`src/rsc_pkg.sv`:
```
// rsc_pkg: constants and carrier types for the readout section control/status register.
// assumes one clock, asynchronous active-high reset, two sections per card.
package rsc_pkg;

  localparam int unsigned RSC_SECTIONS = 2;
  localparam int unsigned RSC_WIDTH    = 32;

  // read-only status positions
  localparam int unsigned RSC_B_LINK_TIMEOUT_XFER  = 0;
  localparam int unsigned RSC_B_DISP_XFER  = 1;
  localparam int unsigned RSC_B_OVF_XFER   = 2;
  localparam int unsigned RSC_B_DISP_TEST  = 3;
  localparam int unsigned RSC_B_LINK_TIMEOUT_TEST  = 4;
  localparam int unsigned RSC_B_LINK_TIMEOUT_RFR   = 5;
  localparam int unsigned RSC_B_DISP_IDLE  = 6;
  localparam int unsigned RSC_B_SCC_IRQ    = 7;
  localparam int unsigned RSC_B_LINK_VALID = 8;
  localparam int unsigned RSC_B_XFER_ACT   = 9;
  localparam int unsigned RSC_B_COMPLETION = 10;
  localparam int unsigned RSC_B_SRV_REQ    = 11;
  localparam int unsigned RSC_B_HOLD1      = 12;
  localparam int unsigned RSC_B_HOLD2      = 13;
  localparam int unsigned RSC_B_FAULT1     = 14;
  localparam int unsigned RSC_B_FAULT2     = 15;
  // read/write and write-only positions; the section id at 25 is read-only
  localparam int unsigned RSC_B_F1_FORCE   = 16;
  localparam int unsigned RSC_B_F2_FORCE   = 17;
  localparam int unsigned RSC_B_REQ_FORCE  = 18;
  localparam int unsigned RSC_B_CMP_FORCE  = 19;
  localparam int unsigned RSC_B_REFRAME    = 20;
  localparam int unsigned RSC_B_SELFTEST   = 21;
  localparam int unsigned RSC_B_CMP_CLEAR  = 22;
  localparam int unsigned RSC_B_REQ_CLEAR  = 23;
  localparam int unsigned RSC_B_STREAM_EN  = 24;
  localparam int unsigned RSC_B_SECTION_ID = 25;
  localparam int unsigned RSC_B_ERR_RESET  = 26;
  localparam int unsigned RSC_B_REQ_MASK   = 27;
  localparam int unsigned RSC_B_H1_MASK    = 28;
  localparam int unsigned RSC_B_H2_MASK    = 29;
  localparam int unsigned RSC_B_F1_MASK    = 30;
  localparam int unsigned RSC_B_F2_MASK    = 31;

  // reset values
  localparam logic [6:0]  RSC_ERR_RST  = 7'h00;
  localparam logic [3:0]  RSC_FORCE_RST = 4'h0;
  localparam logic [4:0]  RSC_MASK_RST = 5'h00;
  localparam logic [31:0] RSC_RDATA_RST = 32'h0000_0000;

  // front-end status lines of one section
  typedef struct packed {
    logic hold_first;
    logic hold_second;
    logic fault_first;
    logic fault_second;
  } rsc_fe_status_t;

  // serial receiver status of one section
  typedef struct packed {
    logic link_valid;
    logic transfer_active;
    logic reframe_done;
    logic selftest_pass;
    logic link_timeout;
    logic disparity_violation;
    logic buffer_overflow;
  } rsc_rx_status_t;

  // control lines towards the serial receiver
  typedef struct packed {
    logic reframe_mode;
    logic selftest_mode;
    logic logic_reset;
    logic stream_write_enable;
  } rsc_rx_ctrl_t;

  // front-panel indicators of one section
  typedef struct packed {
    logic link_lost_indicator;
    logic transfer_active;
    logic fe_fault_first;
    logic fe_fault_second;
    logic fe_hold_first;
    logic fe_hold_second;
    logic service_request;
  } rsc_panel_t;

  // open-collector line order inside a section
  localparam int unsigned RSC_OC_LINES = 5;
  localparam int unsigned RSC_OC_REQ   = 0;
  localparam int unsigned RSC_OC_H1    = 1;
  localparam int unsigned RSC_OC_H2    = 2;
  localparam int unsigned RSC_OC_F1    = 3;
  localparam int unsigned RSC_OC_F2    = 4;

endpackage : rsc_pkg

```
`src/rsc_oc_drive.sv`:
```
// rsc_oc_drive: registered open-collector pull-down drivers for wire-ORed lines.
// assumes the bus wire is pulled up outside; line reads low while any card pulls.
`timescale 1ns/1ps
module rsc_oc_drive
  import rsc_pkg::*;
#(
  parameter int unsigned LINES = 5
) (
  input  wire logic             clk_i,
  input  wire logic             rst_i,
  input  wire logic [LINES-1:0] assert_i,
  output logic      [LINES-1:0] pin_o,
  output logic      [LINES-1:0] pin_oe
);

  logic [LINES-1:0] drive_q;

  always_ff @(posedge clk_i or posedge rst_i) begin
    if (rst_i) begin
      drive_q <= '0;
    end else begin
      drive_q <= assert_i;
    end
  end

  assign pin_o  = '0;
  assign pin_oe = drive_q;

endmodule : rsc_oc_drive

```
`src/rsc_csr.sv`:
```
// rsc_csr: control/status registers of both readout sections of one card.
// assumes a card-level decoder gives one access at a time with a section select;
// front-end and receiver lines arrive synchronous to CLK_I.
`timescale 1ns/1ps
module rsc_csr
  import rsc_pkg::*;
(
  input  wire logic                              CLK_I,
  input  wire logic                              SYS_RST_I,
  // register port
  input  wire logic                              CSR_WR_I,
  input  wire logic                              CSR_RD_I,
  input  wire logic                              CSR_SECTION_I,
  input  wire logic [RSC_WIDTH-1:0]              CSR_WDATA_I,
  output logic      [RSC_WIDTH-1:0]              CSR_RDATA_O,
  output logic                                   CSR_ACK_O,
  // per-section status inputs
  input  wire rsc_fe_status_t [RSC_SECTIONS-1:0] FE_STATUS_I,
  input  wire rsc_rx_status_t [RSC_SECTIONS-1:0] RX_STATUS_I,
  input  wire logic           [RSC_SECTIONS-1:0] SERIAL_CTRL_IRQ_I,
  input  wire logic           [RSC_SECTIONS-1:0] REQUEST_SET_I,
  input  wire logic           [RSC_SECTIONS-1:0] COMPLETION_SET_I,
  // per-section outputs
  output rsc_rx_ctrl_t        [RSC_SECTIONS-1:0] RX_CTRL_O,
  output logic                [RSC_SECTIONS-1:0] COMPLETION_O,
  output rsc_panel_t          [RSC_SECTIONS-1:0] PANEL_O,
  // open-collector lines to the fan-out card, per section
  input  wire logic [RSC_SECTIONS*RSC_OC_LINES-1:0] FANOUT_LINE_I,
  output logic      [RSC_SECTIONS*RSC_OC_LINES-1:0] FANOUT_LINE_O,
  output logic      [RSC_SECTIONS*RSC_OC_LINES-1:0] FANOUT_LINE_OE
);

  logic [RSC_SECTIONS-1:0][RSC_WIDTH-1:0]    view;
  logic [RSC_SECTIONS-1:0][RSC_OC_LINES-1:0] oc_assert;

  for (genvar s = 0; s < RSC_SECTIONS; s++) begin : g_sec

    logic       wr;
    logic [6:0] err_q;
    logic [6:0] err_set;
    logic [3:0] force_q;
    logic [4:0] mask_q;
    logic       reframe_q;
    logic       selftest_q;
    logic       stream_en_q;
    logic       logic_rst_q;
    logic       cmp_q;
    logic       req_q;
    logic       completion;
    logic       request;
    logic       fault_first;
    logic       fault_second;
    logic       err_clear;
    rsc_panel_t panel_q;
    logic       cmp_out_q;

    assign wr        = CSR_WR_I && (CSR_SECTION_I == 1'(s));
    assign err_clear = wr && CSR_WDATA_I[RSC_B_ERR_RESET];

    always_comb begin
      err_set                  = '0;
      err_set[RSC_B_LINK_TIMEOUT_XFER] = RX_STATUS_I[s].link_timeout
                                 && RX_STATUS_I[s].transfer_active;
      err_set[RSC_B_DISP_XFER] = RX_STATUS_I[s].disparity_violation
                                 && RX_STATUS_I[s].transfer_active;
      err_set[RSC_B_OVF_XFER]  = RX_STATUS_I[s].buffer_overflow
                                 && RX_STATUS_I[s].transfer_active;
      err_set[RSC_B_DISP_TEST] = RX_STATUS_I[s].disparity_violation && selftest_q;
      err_set[RSC_B_LINK_TIMEOUT_TEST] = RX_STATUS_I[s].link_timeout && selftest_q;
      err_set[RSC_B_LINK_TIMEOUT_RFR]  = RX_STATUS_I[s].link_timeout && reframe_q;
      err_set[RSC_B_DISP_IDLE] = RX_STATUS_I[s].disparity_violation
                                 && !RX_STATUS_I[s].transfer_active;
    end

    always_ff @(posedge CLK_I or posedge SYS_RST_I) begin
      if (SYS_RST_I) begin
        err_q <= RSC_ERR_RST;
      end else begin
        err_q <= (err_clear ? 7'h00 : err_q) | err_set;
      end
    end

    always_ff @(posedge CLK_I or posedge SYS_RST_I) begin
      if (SYS_RST_I) begin
        logic_rst_q <= 1'b0;
      end else begin
        logic_rst_q <= err_clear;
      end
    end

    always_ff @(posedge CLK_I or posedge SYS_RST_I) begin
      if (SYS_RST_I) begin
        force_q     <= RSC_FORCE_RST;
        mask_q      <= RSC_MASK_RST;
        reframe_q   <= 1'b0;
        selftest_q  <= 1'b0;
        stream_en_q <= 1'b0;
      end else if (wr) begin
        force_q     <= CSR_WDATA_I[RSC_B_CMP_FORCE:RSC_B_F1_FORCE];
        mask_q      <= CSR_WDATA_I[RSC_B_F2_MASK:RSC_B_REQ_MASK];
        reframe_q   <= CSR_WDATA_I[RSC_B_REFRAME];
        selftest_q  <= CSR_WDATA_I[RSC_B_SELFTEST];
        stream_en_q <= CSR_WDATA_I[RSC_B_STREAM_EN];
      end
    end

    always_ff @(posedge CLK_I or posedge SYS_RST_I) begin
      if (SYS_RST_I) begin
        cmp_q <= 1'b0;
      end else if (COMPLETION_SET_I[s]) begin
        cmp_q <= 1'b1;
      end else if (wr && CSR_WDATA_I[RSC_B_CMP_CLEAR]) begin
        cmp_q <= 1'b0;
      end
    end

    always_ff @(posedge CLK_I or posedge SYS_RST_I) begin
      if (SYS_RST_I) begin
        req_q <= 1'b0;
      end else if (REQUEST_SET_I[s]) begin
        req_q <= 1'b1;
      end else if (wr && CSR_WDATA_I[RSC_B_REQ_CLEAR]) begin
        req_q <= 1'b0;
      end
    end

    assign completion  = cmp_q || force_q[RSC_B_CMP_FORCE - RSC_B_F1_FORCE];
    assign request     = req_q || force_q[RSC_B_REQ_FORCE - RSC_B_F1_FORCE];
    assign fault_first = FE_STATUS_I[s].fault_first
                         || force_q[RSC_B_F1_FORCE - RSC_B_F1_FORCE];
    assign fault_second = (FE_STATUS_I[s].fault_second
                           || force_q[RSC_B_F2_FORCE - RSC_B_F1_FORCE]
                           || err_q[RSC_B_LINK_TIMEOUT_XFER] || err_q[RSC_B_DISP_XFER]
                           || err_q[RSC_B_OVF_XFER])
                          && mask_q[RSC_B_F2_MASK - RSC_B_REQ_MASK];

    always_comb begin
      oc_assert[s]             = '0;
      oc_assert[s][RSC_OC_REQ] = request && mask_q[RSC_B_REQ_MASK - RSC_B_REQ_MASK];
      oc_assert[s][RSC_OC_H1]  = FE_STATUS_I[s].hold_first
                                 && mask_q[RSC_B_H1_MASK - RSC_B_REQ_MASK];
      oc_assert[s][RSC_OC_H2]  = FE_STATUS_I[s].hold_second
                                 && mask_q[RSC_B_H2_MASK - RSC_B_REQ_MASK];
      oc_assert[s][RSC_OC_F1]  = fault_first && mask_q[RSC_B_F1_MASK - RSC_B_REQ_MASK];
      oc_assert[s][RSC_OC_F2]  = fault_second;
    end

    always_ff @(posedge CLK_I or posedge SYS_RST_I) begin
      if (SYS_RST_I) begin
        cmp_out_q <= 1'b0;
      end else begin
        cmp_out_q <= completion;
      end
    end

    always_ff @(posedge CLK_I or posedge SYS_RST_I) begin
      if (SYS_RST_I) begin
        panel_q <= '0;
      end else begin
        panel_q.link_lost_indicator <= !RX_STATUS_I[s].link_valid;
        panel_q.transfer_active     <= RX_STATUS_I[s].transfer_active;
        panel_q.fe_fault_first      <= fault_first;
        panel_q.fe_fault_second     <= fault_second;
        panel_q.fe_hold_first       <= FE_STATUS_I[s].hold_first;
        panel_q.fe_hold_second      <= FE_STATUS_I[s].hold_second;
        panel_q.service_request     <= request;
      end
    end

    // read view of this section
    always_comb begin
      view[s]                                    = '0;
      view[s][RSC_B_DISP_IDLE:RSC_B_LINK_TIMEOUT_XFER]   = err_q;
      view[s][RSC_B_SCC_IRQ]                     = SERIAL_CTRL_IRQ_I[s];
      view[s][RSC_B_LINK_VALID]                  = RX_STATUS_I[s].link_valid;
      view[s][RSC_B_XFER_ACT]                    = RX_STATUS_I[s].transfer_active;
      view[s][RSC_B_COMPLETION]                  = completion;
      view[s][RSC_B_SRV_REQ]                     = request;
      view[s][RSC_B_HOLD1]                       = FE_STATUS_I[s].hold_first;
      view[s][RSC_B_HOLD2]                       = FE_STATUS_I[s].hold_second;
      view[s][RSC_B_FAULT1]                      = fault_first;
      view[s][RSC_B_FAULT2]                      = fault_second;
      view[s][RSC_B_CMP_FORCE:RSC_B_F1_FORCE]    = force_q;
      view[s][RSC_B_REFRAME]                     = RX_STATUS_I[s].reframe_done;
      view[s][RSC_B_SELFTEST]                    = RX_STATUS_I[s].selftest_pass;
      view[s][RSC_B_STREAM_EN]                   = stream_en_q;
      view[s][RSC_B_SECTION_ID]                  = 1'(s);
      view[s][RSC_B_F2_MASK:RSC_B_REQ_MASK]      = mask_q;
    end

    assign RX_CTRL_O[s].reframe_mode        = reframe_q;
    assign RX_CTRL_O[s].selftest_mode       = selftest_q;
    assign RX_CTRL_O[s].logic_reset         = logic_rst_q;
    assign RX_CTRL_O[s].stream_write_enable = stream_en_q;
    assign COMPLETION_O[s]                  = cmp_out_q;
    assign PANEL_O[s]                       = panel_q;

  end : g_sec

  // register port answer
  always_ff @(posedge CLK_I or posedge SYS_RST_I) begin
    if (SYS_RST_I) begin
      CSR_RDATA_O <= RSC_RDATA_RST;
    end else if (CSR_RD_I) begin
      CSR_RDATA_O <= view[CSR_SECTION_I];
    end
  end

  always_ff @(posedge CLK_I or posedge SYS_RST_I) begin
    if (SYS_RST_I) begin
      CSR_ACK_O <= 1'b0;
    end else begin
      CSR_ACK_O <= CSR_RD_I || CSR_WR_I;
    end
  end

  rsc_oc_drive #(
    .LINES (RSC_SECTIONS*RSC_OC_LINES)
  ) u_oc (
    .clk_i    (CLK_I),
    .rst_i    (SYS_RST_I),
    .assert_i (oc_assert),
    .pin_o    (FANOUT_LINE_O),
    .pin_oe   (FANOUT_LINE_OE)
  );

endmodule : rsc_csr

```
`config.mk`:
```
export PLATFORM = sky130hd
export DESIGN_NAME = rsc_csr
export DESIGN_NICKNAME = d
export VERILOG_FILES = /design/src/rsc_pkg.sv /design/src/rsc_oc_drive.sv /design/src/rsc_csr.sv
export SDC_FILE = /design/constraint.sdc
export NUM_CORES = 1
export LEC_CHECK = 0
export BUFFER_PORTS_ARGS = -buffer_cell sky130_fd_sc_hd__buf_2
export CAP_MARGIN = 20
export CELL_PAD_IN_SITES_DETAIL_PLACEMENT = 2
export CELL_PAD_IN_SITES_GLOBAL_PLACEMENT = 2
export CORE_UTILIZATION = 33
export CTS_CLUSTER_SIZE = 30
export DETAILED_ROUTE_END_ITERATION = 12
export GPL_ROUTABILITY_DRIVEN = 1
export PLACE_DENSITY_LB_ADDON = 0.1
export SLEW_MARGIN = 20
export SYNTH_ARGS = -nofsm -noshare
export SYNTH_HDL_FRONTEND = slang
export SYNTH_SLANG_ARGS = --single-unit
```
`constraint.sdc`:
```
create_clock -name CLK_I -period 4.9 [get_ports CLK_I]
set_input_delay 0.98 -clock CLK_I [delete_from_list [all_inputs] [get_ports CLK_I]]
set_output_delay 0.98 -clock CLK_I [all_outputs]
set_load 0.1 [all_outputs]
```
* Word level (Yosys, flattened, before mapping)
Index checks and enable logic that the tools add are counted.
** Operators by class
- Reduce and logical (&&, ||, !) cells :: 55
- Bitwise logic cells :: 3
- Divide/modulo/power cells :: 0
- $add $sub $neg :: 0
- Multiply operators :: 0
- Multiplexer cells :: 12
- Magnitude comparators :: 1
- Shift-type cells :: 0
- Equal/unequal tests :: 0
** Operators by type and width (count)
- $mux 32 :: 2
- $logic_and 1x1->1 :: 32
- $logic_or 1x1->1 :: 15
- $mux 7 :: 2
- $or 7x7->7 :: 2
- $mux 1 :: 8
- $reduce_bool 2->1 :: 4
- $logic_not 1->1 :: 4
- $lt 1x2->1 const B :: 1
- $not 1->1 :: 1
** Word-level totals
- Memory bits (writable) :: 0
- ROM bits :: 0
- Input port bits :: 75
- Bits in latches :: 0
- Register bits :: 103
- Memories :: 0

* Depth between registers and ports, before layout
Gate-level depths: netlist of the first run.
- Depth in word-level cells :: 7
- Gate-level depth with buffers :: 6
- Gate-level depth less buffers :: 3

* Modules after synthesis
A second synthesis of the first run with hierarchy kept.
** Unflattened totals
- Cell total of the unflattened synthesis :: 303
- Area, all modules :: 3993.8 um^2
** Modules (own cells, without submodules)
- rsc_csr :: area each 3661.0 um^2, seq. area each 2252.2 um^2, cells an instance 281, instances 1
- rsc_oc_drive :: area each 332.8 um^2, seq. area each 250.2 um^2, cells an instance 22, instances 1

* Worst setup path before layout of the first run
No wires, ideal clock.
- Kind :: register -> output
- Start :: register g_sec[1].panel_q (netlist bit PANEL_O[10])
- End :: output port PANEL_O[10] (netlist bit)
- Path buffers :: 1
- Stages on the path, launching flop included :: 2
- Required time :: 3.920 ns
- Arrival time :: 1.324 ns
- Slack :: 2.596 ns
- Path through :: dfrtp_1 > buf_4
** RTL lines
- start, declared :: line rsc_csr.sv:54 : rsc_panel_t panel_q;
- end, declared :: line rsc_csr.sv:26 : output rsc_panel_t [RSC_SECTIONS-1:0] PANEL_O,
No word-level cell between the ends.

* Final worst setup path of the first run
- Start :: input port CSR_SECTION_I
- End :: register g_sec[0].err_q[1]
** On the way
- Word-level cells in the longest chain between the ends :: 5
** Ends and longest elaborated chain
- start, declared :: line rsc_csr.sv:13 : input wire logic CSR_SECTION_I,
- $not 1->1 :: line rsc_csr.sv:57 : assign wr = CSR_WR_I && (CSR_SECTION_I == 1'(s));
- $logic_and 1x1->1 :: line rsc_csr.sv:57
- $logic_and 1x1->1 :: line rsc_csr.sv:58 : assign err_clear = wr && CSR_WDATA_I[RSC_B_ERR_RESET];
- $mux 7 :: line rsc_csr.sv:79 : err_q <= (err_clear ? 7'h00 : err_q) | err_set;
- $or 7x7->7 :: line rsc_csr.sv:79
- end signal, assigned :: line rsc_csr.sv:79
- end, declared :: line rsc_csr.sv:39 : logic [6:0] err_q;
Every way passes these cells.
A chain may end at the register's enable or synchronous reset.

==> impl_metrics.tcl, run 1 <==
set metrics [dict create \
    drt_iter0_drc 71 \
    die_y_um 111.4 \
    fin_area_um2 4743 \
    nFillCells 1212 \
    cts.clk_slew.worst_paths_ns 0.06 \
    cp_slowest_cell "nor2b_2" \
    place_hpwl_um 6503 \
    clk_latency_ns 0.34 \
    routedWlPerCell_um 17.08 \
    final-seq-area_um2 2452 \
    r2r_slack_ns 3.56 \
    finalCritPeriodShare_pct 53.28 \
    htree_num_levels 3 \
    die_width_um 111.4 \
    syn2layout_area_growth_pct 20.04 \
    endpoint_kind "register" \
    hp-class "reg2reg" \
    setup_tns_ns 0 \
    worst_slew_pin_slew_ns 1.079 \
    clockRootBuffer "clkbuf_16" \
    violations "DRC" \
    cts_buffers 9 \
    drive_gt1_share_pct 40.20 \
    drc_errors 22 \
    placed_area_um2 4474 \
    critPathArrivalTime_ns 2.84 \
    diodes 0 \
    core_area_um2 11560 \
    r2r-start "g_sec[0].err_q[1]$_DFF_PP0_" \
    relSlewSlack_pct 28.08 \
    synthDistinctLibCells 26 \
    synth-seq-cells 98 \
    cts_hold_buf 0 \
    grt_pass1_wl_um 15320 \
    whs_ns 0.4712 \
    min_to "g_sec[0].cmp_q$_DFFE_PP0P_" \
    dieArea_um2 12420 \
    rsz0062_at_grt "no" \
    crit_path_max_fanout 20 \
    multi_input_area_um2 1229 \
    min-delay-start "g_sec[0].cmp_q$_DFFE_PP0P_" \
    vias_per_cell 4.725 \
    vias 2580 \
    fin_nets 475 \
    crit_type "in2reg" \
    rr_worst_depth 3 \
    min_period_ns 2.611 \
    grt_pass1_vias 2927 \
    run_status "finished, violations left" \
    r2r_end "CSR_RDATA_O[15]$_DFFE_PP0P_" \
    crit_required_ns 5.13 \
    power.static_leakage_nw 2.310 \
    power.density_nw_per_um2 501.2 \
    portBuffers 111 \
    postSynthCellCount 301 \
    gp_congestion 0.6669 \
    routed_wl_um 9323 \
    fmax_mhz 383.0 \
    cts_tree "done" \
    fin_util_pct 41.01 \
    report.final.slew_viol_count 0 \
    finalClockSkew_ns 0.006554 \
    grt_max_degree 67 \
    worstHoldPathCells 1 \
    setup_violations 0 \
    synth_area_per_cell_um2 13.13 \
    placementRows 39 \
    path_cells "buf_2, buf_4, nor2b_2, buf_8, nand2_1, a22o_1" \
    ant_nets 0 \
    ys_seq_area_share_pct 62.06 \
    ios 152 \
    netlist_area_um2 3951 \
    final_hold_viol_count 0 \
    grtUsageTotal_pct 16.05 \
    start_util_pct 34.17 \
    postCtsSetupBuffers 0 \
    max-vdd-ir-drop_mv 0.2056 \
    cts_buffer_depth 2 \
    ctsResizeCount 0 \
    antenna_found_initial 0 \
    crit_path_max_incr_delay_ns 0.50 \
    firstDrtPassIters 8 \
    clkSinkCount 98 \
    start_kind "input port" \
    ys_warn_count 0 \
    drv_cap 0 \
    gr-total-overflow 0 \
]
state kept, by name (all words and copies together) (netlist names):
signal             count
g_sec.mask_q          10
g_sec.cmp_out_q        2
g_sec.logic_rst_q      2
g_sec.reframe_q        2
CSR_RDATA_O           29
g_sec.cmp_q            2
g_sec.stream_en_q      2
g_sec.force_q          8
PANEL_O               13
g_sec.req_q            2
CSR_ACK_O              1
g_sec.selftest_q       2
u_oc.pin_oe            9
g_sec.err_q           14
worst max-delay path by stage:
stage	cells after the start	slack, ns	to	startpoint
floorplan	1	1.36	CSR_ACK_O$_DFF_PP0_	SYS_RST_I
global route	6	2.12	g_sec[0].err_q[1]$_DFF_PP0_	CSR_SECTION_I
finish	6	2.29	g_sec[0].err_q[1]$_DFF_PP0_	CSR_SECTION_I
global placement	5	1.47	g_sec[0].err_q[6]$_DFF_PP0_	CSR_SECTION_I
CTS	5	1.82	g_sec[0].err_q[1]$_DFF_PP0_	CSR_SECTION_I
detailed placement	5	1.45	g_sec[0].err_q[1]$_DFF_PP0_	CSR_SECTION_I
layer usage:
metal / part of all wire, % / GRT usage (%) / up-vias / routed length, um
met4: 1.8 / 7.297 / 0 / 171
met2: 49 / 27.42 / 79 / 4585
met1: 43 / 19.46 / 1306 / 4017
met5: 0 / 0 / - / 0
met3: 5.9 / 3.484 / 10 / 549
li1: - / - / 1185 / -
worst max-delay path: cells and delay by family:
kind | cells | cell delay (ns)
buffers and inverters | 3 | 0.88
AND/OR/NAND/NOR | 2 | 0.72
AO/OA/AOI/OAI | 1 | 0.25
cells in the final DEF, fill, tap and decap left out:
| cell type | synthesis | routed |
|---|---|---|
| inv_4 | 0 | 1 |
| buf_8 | 1 | 1 |
| nor2b_2 | 1 | 1 |
| or2_2 | 7 | 7 |
| clkbuf_8 | 0 | 1 |
| a22o_1 | 13 | 13 |
| dfrtp_1 | 98 | 98 |
| mux2_2 | 17 | 17 |
| nor2_1 | 25 | 25 |
| nand3_1 | 3 | 3 |
| inv_1 | 11 | 10 |
| mux2i_1 | 30 | 30 |
| a31oi_1 | 1 | 1 |
| or4_4 | 2 | 2 |
| o211ai_2 | 2 | 2 |
| o21a_1 | 2 | 2 |
| mux2_4 | 8 | 8 |
| a21oi_1 | 24 | 24 |
| buf_2 | 3 | 111 |
| clkbuf_1 | 1 | 4 |
| a21o_1 | 4 | 4 |
| buf_4 | 29 | 2 |
| o21ai_0 | 1 | 1 |
| and2_1 | 8 | 8 |
| clkbuf_16 | 0 | 9 |
| conb_1 | 1 | 13 |
| nand2_1 | 5 | 5 |
metrics by stage:
stage | total power [mW] | setup WS [ns] | instances
2_1_floorplan | 1.644 | 1.358 | 313
3_3_place_gp | 1.750 | 1.468 | 531
6_report | 2.377 | 2.289 | 546
3_5_place_dp | 1.764 | 1.449 | 531
4_1_cts | 2.413 | 1.817 | 545
5_1_grt | 2.472 | 2.118 | 546
where the power goes:
| group | switching, mW | total, mW | internal, mW |
|---|---|---|---|
| Combinational | 0.630 | 0.770 | 0.139 |
| Sequential | 0.0627 | 0.972 | 0.909 |
| Clock | 0.282 | 0.636 | 0.354 |
synth_stat cells, drive strengths merged:
cell type	count	area (um2)
dfrtp	98	2452
buf	37	270.3
mux2i	30	300.3
mux2	25	311.6
nor2	25	93.84
a21oi	24	120.1
a22o	13	113.9
inv	11	41.29
and2	8	50.05
or2	7	43.79
nand2	5	18.77
a21o	4	30.03
nand3	3	15.01
o211ai	2	25.02
o21a	2	15.01
or4	2	22.52
a31oi	1	6.260
clkbuf	1	3.750
conb	1	3.750
nor2b	1	8.760
o21ai	1	5.000
area by class of cell:
type | instances | share of cell area (%)
Timing Repair Buffer | 114 | 12.35
Clock buffer | 14 | 5.355
Sequential cell | 98 | 51.70
Multi-Input combinational cell | 166 | 25.90
Inverter | 11 | 0.9232
Tap cell | 143 | 3.772
kinds of logic after synthesis:
logic type	count (synthesis)	synth area share, %
buffers and inverters	49	7.979
multiplexers	55	15.48
other	1	0.09491
flip-flops	98	62.06
AO/OA/AOI/OAI	47	7.980
AND/OR/NAND/NOR	51	6.396
Note: power is estimated with default switching activity, not from simulation.
==> run 2: changes to the inputs <==
--- a/config.mk
+++ b/config.mk
@@ -9,7 +9,7 @@
 export CAP_MARGIN = 20
 export CELL_PAD_IN_SITES_DETAIL_PLACEMENT = 2
 export CELL_PAD_IN_SITES_GLOBAL_PLACEMENT = 2
-export CORE_UTILIZATION = 33
+export CORE_UTILIZATION = 31
 export CTS_CLUSTER_SIZE = 30
 export DETAILED_ROUTE_END_ITERATION = 12
 export GPL_ROUTABILITY_DRIVEN = 1
==> constraint.sdc (replaced) <==
create_clock -name CLK_I -period 2.5 [get_ports CLK_I]
set_input_delay 0.5 -clock CLK_I [delete_from_list [all_inputs] [get_ports CLK_I]]
set_output_delay 0.5 -clock CLK_I [all_outputs]
set_load 0.1 [all_outputs]
==> impl_metrics.tcl, run 2 (same netlist as run 1, synthesis figures left out) <==
set metrics [dict create \
    syn2layout_area_growth_pct 22.23 \
    drc_errors 0 \
    ant_nets 0 \
    drive_gt1_share_pct 40.44 \
    crit_required_ns 2.00 \
    nFillCells 1316 \
    ios 152 \
    grtUsageTotal_pct 15.70 \
    largest_reg_flops 29 \
    clk_latency_ns 0.34 \
    setup_violations 0 \
    routedWlPerCell_um 16.44 \
    endpoint_kind "output pin" \
    grt_pass1_vias 2794 \
    worst-path-buf-inv 1 \
    hp-class "in2async" \
    die_width_um 114.9 \
    rsz0062_at_grt "no" \
    cts_buffers 9 \
    start_kind "register" \
    crit_path_max_incr_delay_ns 0.45 \
    worst_slew_pin_slew_ns 0.6822 \
    cp_top_family "buffers and inverters" \
    setup_tns_ns 0 \
    placementRows 40 \
    grt_pass1_wl_um 15190 \
    die_y_um 114.9 \
    largest_register "CSR_RDATA_O" \
    crit_type "reg2out" \
    cts_tree "done" \
    postCtsSetupBuffers 0 \
    routed_wl_um 9469 \
    htree_num_levels 3 \
    vias_per_cell 4.472 \
    layout_setup_ws_ns 0.7960 \
    final_common_cell "buf_2" \
    clkSinkCount 98 \
    antenna_found_initial 0 \
    power.static_leakage_nw 2.332 \
    crit_path_max_fanout 4 \
    vias 2576 \
    dp_slack_ns 0.7024 \
    max-vdd-ir-drop_mv 0.2717 \
    place_hpwl_um 6969 \
    cp_slowest_cell "buf_2" \
    portBuffers 111 \
    drt_iter0_drc 90 \
    cts_hold_buf 0 \
    path_cells "buf_2" \
    fmax_mhz 586.8 \
    gp_congestion 0.7035 \
    finalCritPeriodShare_pct 68.16 \
    critPathArrivalTime_ns 1.20 \
    dieArea_um2 13200 \
    fin_nets 479 \
    drv_cap 0 \
    clockRootBuffer "clkbuf_16" \
    finalClockSkew_ns 0.004127 \
    ctsResizeCount 0 \
    cts.clk_slew.worst_paths_ns 0.06 \
    cts_buffer_depth 2 \
    power.total_mw 4.662 \
    rr_worst_depth 3 \
    firstDrtPassIters 4 \
    run_status "completed" \
    final_cell_mix "buf_2 (111), dfrtp_1 (98), mux2i_1 (30)" \
    min_period_ns 1.704 \
    power.density_nw_per_um2 965.3 \
    final_hold_viol_count 0 \
    diodes 0 \
    core_area_um2 12210 \
    report.final.slew_viol_count 0 \
    relSlewSlack_pct 54.43 \
    worst-path-stages 1 \
    start_util_pct 32.36 \
    gr-total-overflow 0 \
    grt_max_degree 39 \
]
==> run 2: cell count changes in the layout (fill, tap and decap cells not counted) <==
cell        before  now
buf_12           0    3
buf_4            2    4
buf_8            1    0
clkbuf_1         4    6
clkbuf_8         1    0
clkinvlp_4       0    1
inv_4            1    0
==> run 2: layer usage <==
metal | vias to the layer above | share of wire, % | routed length [um] | global-route usage [%]
li1 | 1186 | - | - | -
met1 | 1306 | 45 | 4237 | 19.87
met2 | 73 | 48 | 4559 | 25.46
met3 | 11 | 5.0 | 475 | 3.426
met4 | 0 | 2.1 | 197 | 7.792
met5 | - | 0 | 0 | 0
==> run 2: area by class of cell <==
type                       instances  area [um2]  share of cell area, %
sequential                        98        2452                  50.78
multi-input combinational        166        1229                  25.44
timing repair buffer             118       645.6                  13.37
clock buffer                      15       247.7                  5.130
tap                              168       210.2                  4.352
inverter                          11       45.04                 0.9326
==> run 2: per-stage QoR <==
step / std cells / hold slack (ns) / utilization, % / area (um2)
3_3_place_gp: 561 / 0.4552 / 37.52 / 4582
6_report: 576 / 0.2491 / 39.55 / 4830
4_1_cts: 576 / 0.2722 / 39.55 / 4830
3_5_place_dp: 561 / 0.4611 / 37.52 / 4582
5_1_grt: 576 / 0.2821 / 39.55 / 4830
2_1_floorplan: 313 / 0.4408 / - / 4000
==> run 2: report_power, final <==
part,switching (mW),internal (mW),total (mW)
clock,0.562,0.673,1.23
sequential,0.120,1.78,1.90
combinational,1.24,0.282,1.53
==> run 2: worst paths after layout <==
check / from / end / slack [ns]
setup / recovery: g_sec[1].selftest_q$_DFFE_PP0N_ / RX_CTRL_O[6] / 0.80
min in group CLK_I: FE_STATUS_I[2] / PANEL_O[1]$_DFF_PP0_ / 0.29
hold reg to reg: g_sec[0].cmp_q$_DFFE_PP0P_ / g_sec[0].cmp_q$_DFFE_PP0P_ / 0.47
max in group asynchronous: SYS_RST_I / CSR_RDATA_O[16]$_DFFE_PP0P_ / 1.63
hold / removal: SYS_RST_I / g_sec[1].cmp_out_q$_DFF_PP0_ / 0.25
setup reg to reg: g_sec[0].err_q[0]$_DFF_PP0_ / CSR_RDATA_O[15]$_DFFE_PP0P_ / 1.18
==> run 3: changes to the inputs <==
--- a/config.mk
+++ b/config.mk
@@ -9,7 +9,7 @@
 export CAP_MARGIN = 20
 export CELL_PAD_IN_SITES_DETAIL_PLACEMENT = 2
 export CELL_PAD_IN_SITES_GLOBAL_PLACEMENT = 2
-export CORE_UTILIZATION = 31
+export CORE_UTILIZATION = 28
 export CTS_CLUSTER_SIZE = 30
 export DETAILED_ROUTE_END_ITERATION = 12
 export GPL_ROUTABILITY_DRIVEN = 1
==> constraint.sdc (replaced) <==
create_clock -name CLK_I -period 1.4 [get_ports CLK_I]
set_input_delay 0.28 -clock CLK_I [delete_from_list [all_inputs] [get_ports CLK_I]]
set_output_delay 0.28 -clock CLK_I [all_outputs]
set_load 0.1 [all_outputs]
==> impl_metrics.tcl, run 3 (same netlist as run 1, synthesis figures left out) <==
set metrics [dict create \
    endpoint_kind "output pin" \
    clockRootBuffer "clkbuf_16" \
    hp-class "in2reg" \
    power.density_nw_per_um2 1723 \
    place_hpwl_um 7004 \
    fin_nets 487 \
    crit_type "reg2out" \
    core_area_um2 13830 \
    ios 152 \
    gp_congestion 0.6673 \
    firstDrtPassIters 4 \
    cts_buffers 9 \
    gr-total-overflow 0 \
    swShare_pct 39.13 \
    internal_power_mw 5.564 \
    pwr-share-comb_pct 32.6 \
    finalCritPeriodShare_pct 97.44 \
    power.total_mw 9.140 \
    final_cell_mix "dfrtp_1 (96), buf_2 (56), buf_4 (39)" \
    drt_iter0_drc 66 \
    cp_slowest_cell "buf_2" \
    ant_nets 0 \
    max-vdd-ir-drop_mv 0.6594 \
    rsz0062_at_grt "no" \
    portBuffers 111 \
    grt_max_degree 44 \
    diodes 0 \
    die_y_um 120.8 \
    dieArea_um2 14590 \
    power.static_leakage_nw 2.519 \
    start_kind "register" \
    fmax_mhz 733.0 \
    grt_pass1_wl_um 15560 \
    finalClockSkew_ns 0.005121 \
    syn2layout_area_growth_pct 34.23 \
    die_width_um 120.8 \
    final_hold_viol_count 0 \
    run_status "completed" \
    clkSinkCount 98 \
    vias 2644 \
    placementRows 43 \
    cp_top_family "buffers and inverters" \
    drive_gt1_share_pct 43.41 \
    critPathArrivalTime_ns 1.08 \
    cts_tree "done" \
    routed_wl_um 9553 \
    setup_violations 0 \
    vias_per_cell 4.429 \
    start_util_pct 28.58 \
    drc_errors 0 \
    worst-path-buf-inv 1 \
    largest_reg_flops 29 \
    path_cells "buf_2" \
    cts_buffer_depth 2 \
    antenna_found_initial 1 \
    crit_path_max_fanout 1 \
    htree_num_levels 3 \
    min_period_ns 1.364 \
    switching_power_mw 3.577 \
    final_common_cell "dfrtp_1" \
    nFillCells 1419 \
    crit_path_max_incr_delay_ns 0.42 \
    routedWlPerCell_um 16.00 \
    drv_cap 0 \
    dpl.cell_count 580 \
    grt_pass1_vias 2879 \
    pwr-share-seq_pct 37.6 \
    report.final.slew_viol_count 0 \
    cts.clk_slew.worst_paths_ns 0.07 \
    clkPwrFrac_pct 29.7 \
    largest_register "CSR_RDATA_O" \
    grtUsageTotal_pct 14.26 \
    fin_cells 597 \
    crit_required_ns 1.12 \
    postCtsSetupBuffers 0 \
    clk_latency_ns 0.34 \
]
==> run 3: cell types whose count changed in the layout (fill, tap and decap cells not counted), sizes merged <==
cell / delta
clkinvlp: +4
dlygate4sd3: +1
clkbuf: +8
buf: -6
bufinv: +2
==> run 3: power by group through the flow <==
stage	Clock [mW]	Sequential (mW)	Combinational [mW]
finish	2.72	3.44	2.98
CTS	2.82	3.45	3.00
global placement	0	3.48	2.90
detailed placement	0	3.49	2.92
global route	2.94	3.48	3.11
floorplan	0	4.72	1.04
==> run 3: area by class of cell <==
cell class                 count  area [um2]  area share, %
sequential                    98        2455          46.28
multi-input combinational    166        1229          23.17
timing repair buffer         126        1021          19.25
clock buffer                  10       239.0          4.506
tap                          180       225.2          4.246
clock inverter                 6       90.09          1.699
inverter                      11       45.04         0.8493
==> run 3: per-stage QoR <==
step           hold WS (ns)  util, %  TNS (ns)  setup slack, ns  area (um2)
2_1_floorplan        0.3114        -    -4.269          -0.1437        4003
3_3_place_gp         0.2851    35.11         0          0.07511        4855
3_5_place_dp         0.2875    35.11         0          0.07656        4855
4_1_cts             0.04567    38.12         0        0.0004102        5271
5_1_grt             0.05788    38.36         0        0.0001587        5304
6_report            0.06543    38.36         0          0.03579        5304
==> run 3: worst paths after layout <==
check / start / endpoint / slack (ns) / cells past startpoint
max in group asynchronous: SYS_RST_I / PANEL_O[8]$_DFF_PP0_ / 0.40 / 4
min in group asynchronous: SYS_RST_I / g_sec[1].reframe_q$_DFFE_PP0N_ / 0.46 / 3
min reg2reg: g_sec[0].cmp_q$_DFFE_PP0P_ / g_sec[0].cmp_q$_DFFE_PP0P_ / 0.48 / 1
max: PANEL_O[4]$_DFF_PP0_ / PANEL_O[4] / 0.04 / 1
max reg2reg: g_sec[0].err_q[0]$_DFF_PP0_ / CSR_RDATA_O[15]$_DFFE_PP0P_ / 0.10 / 3
min: FE_STATUS_I[3] / PANEL_O[2]$_DFF_PP0_ / 0.07 / 1
==> run 3: what timing repair did <==
| item | in CTS | in global routing |
|---|---|---|
| endpoints found under the hold margin | 10 | 0 |
| endpoints found under the setup margin | 31 | 13 |
| hold buffers | 1 | 0 |
| gates resized for setup | 31 | 13 |
| cloned | 0 | 0 |
| pin swaps | 0 | 0 |
==> run 3: routing by layer <==
metal / GRT usage [%] / wire (um) / share of wire (%) / vias to the layer above
li1: - / - / - / 1203
met1: 17.60 / 4142 / 43 / 1356
met2: 23.81 / 4811 / 50 / 73
met3: 3.208 / 438 / 4.6 / 12
met4: 6.250 / 161 / 1.7 / 0
met5: 0 / 0 / 0 / -
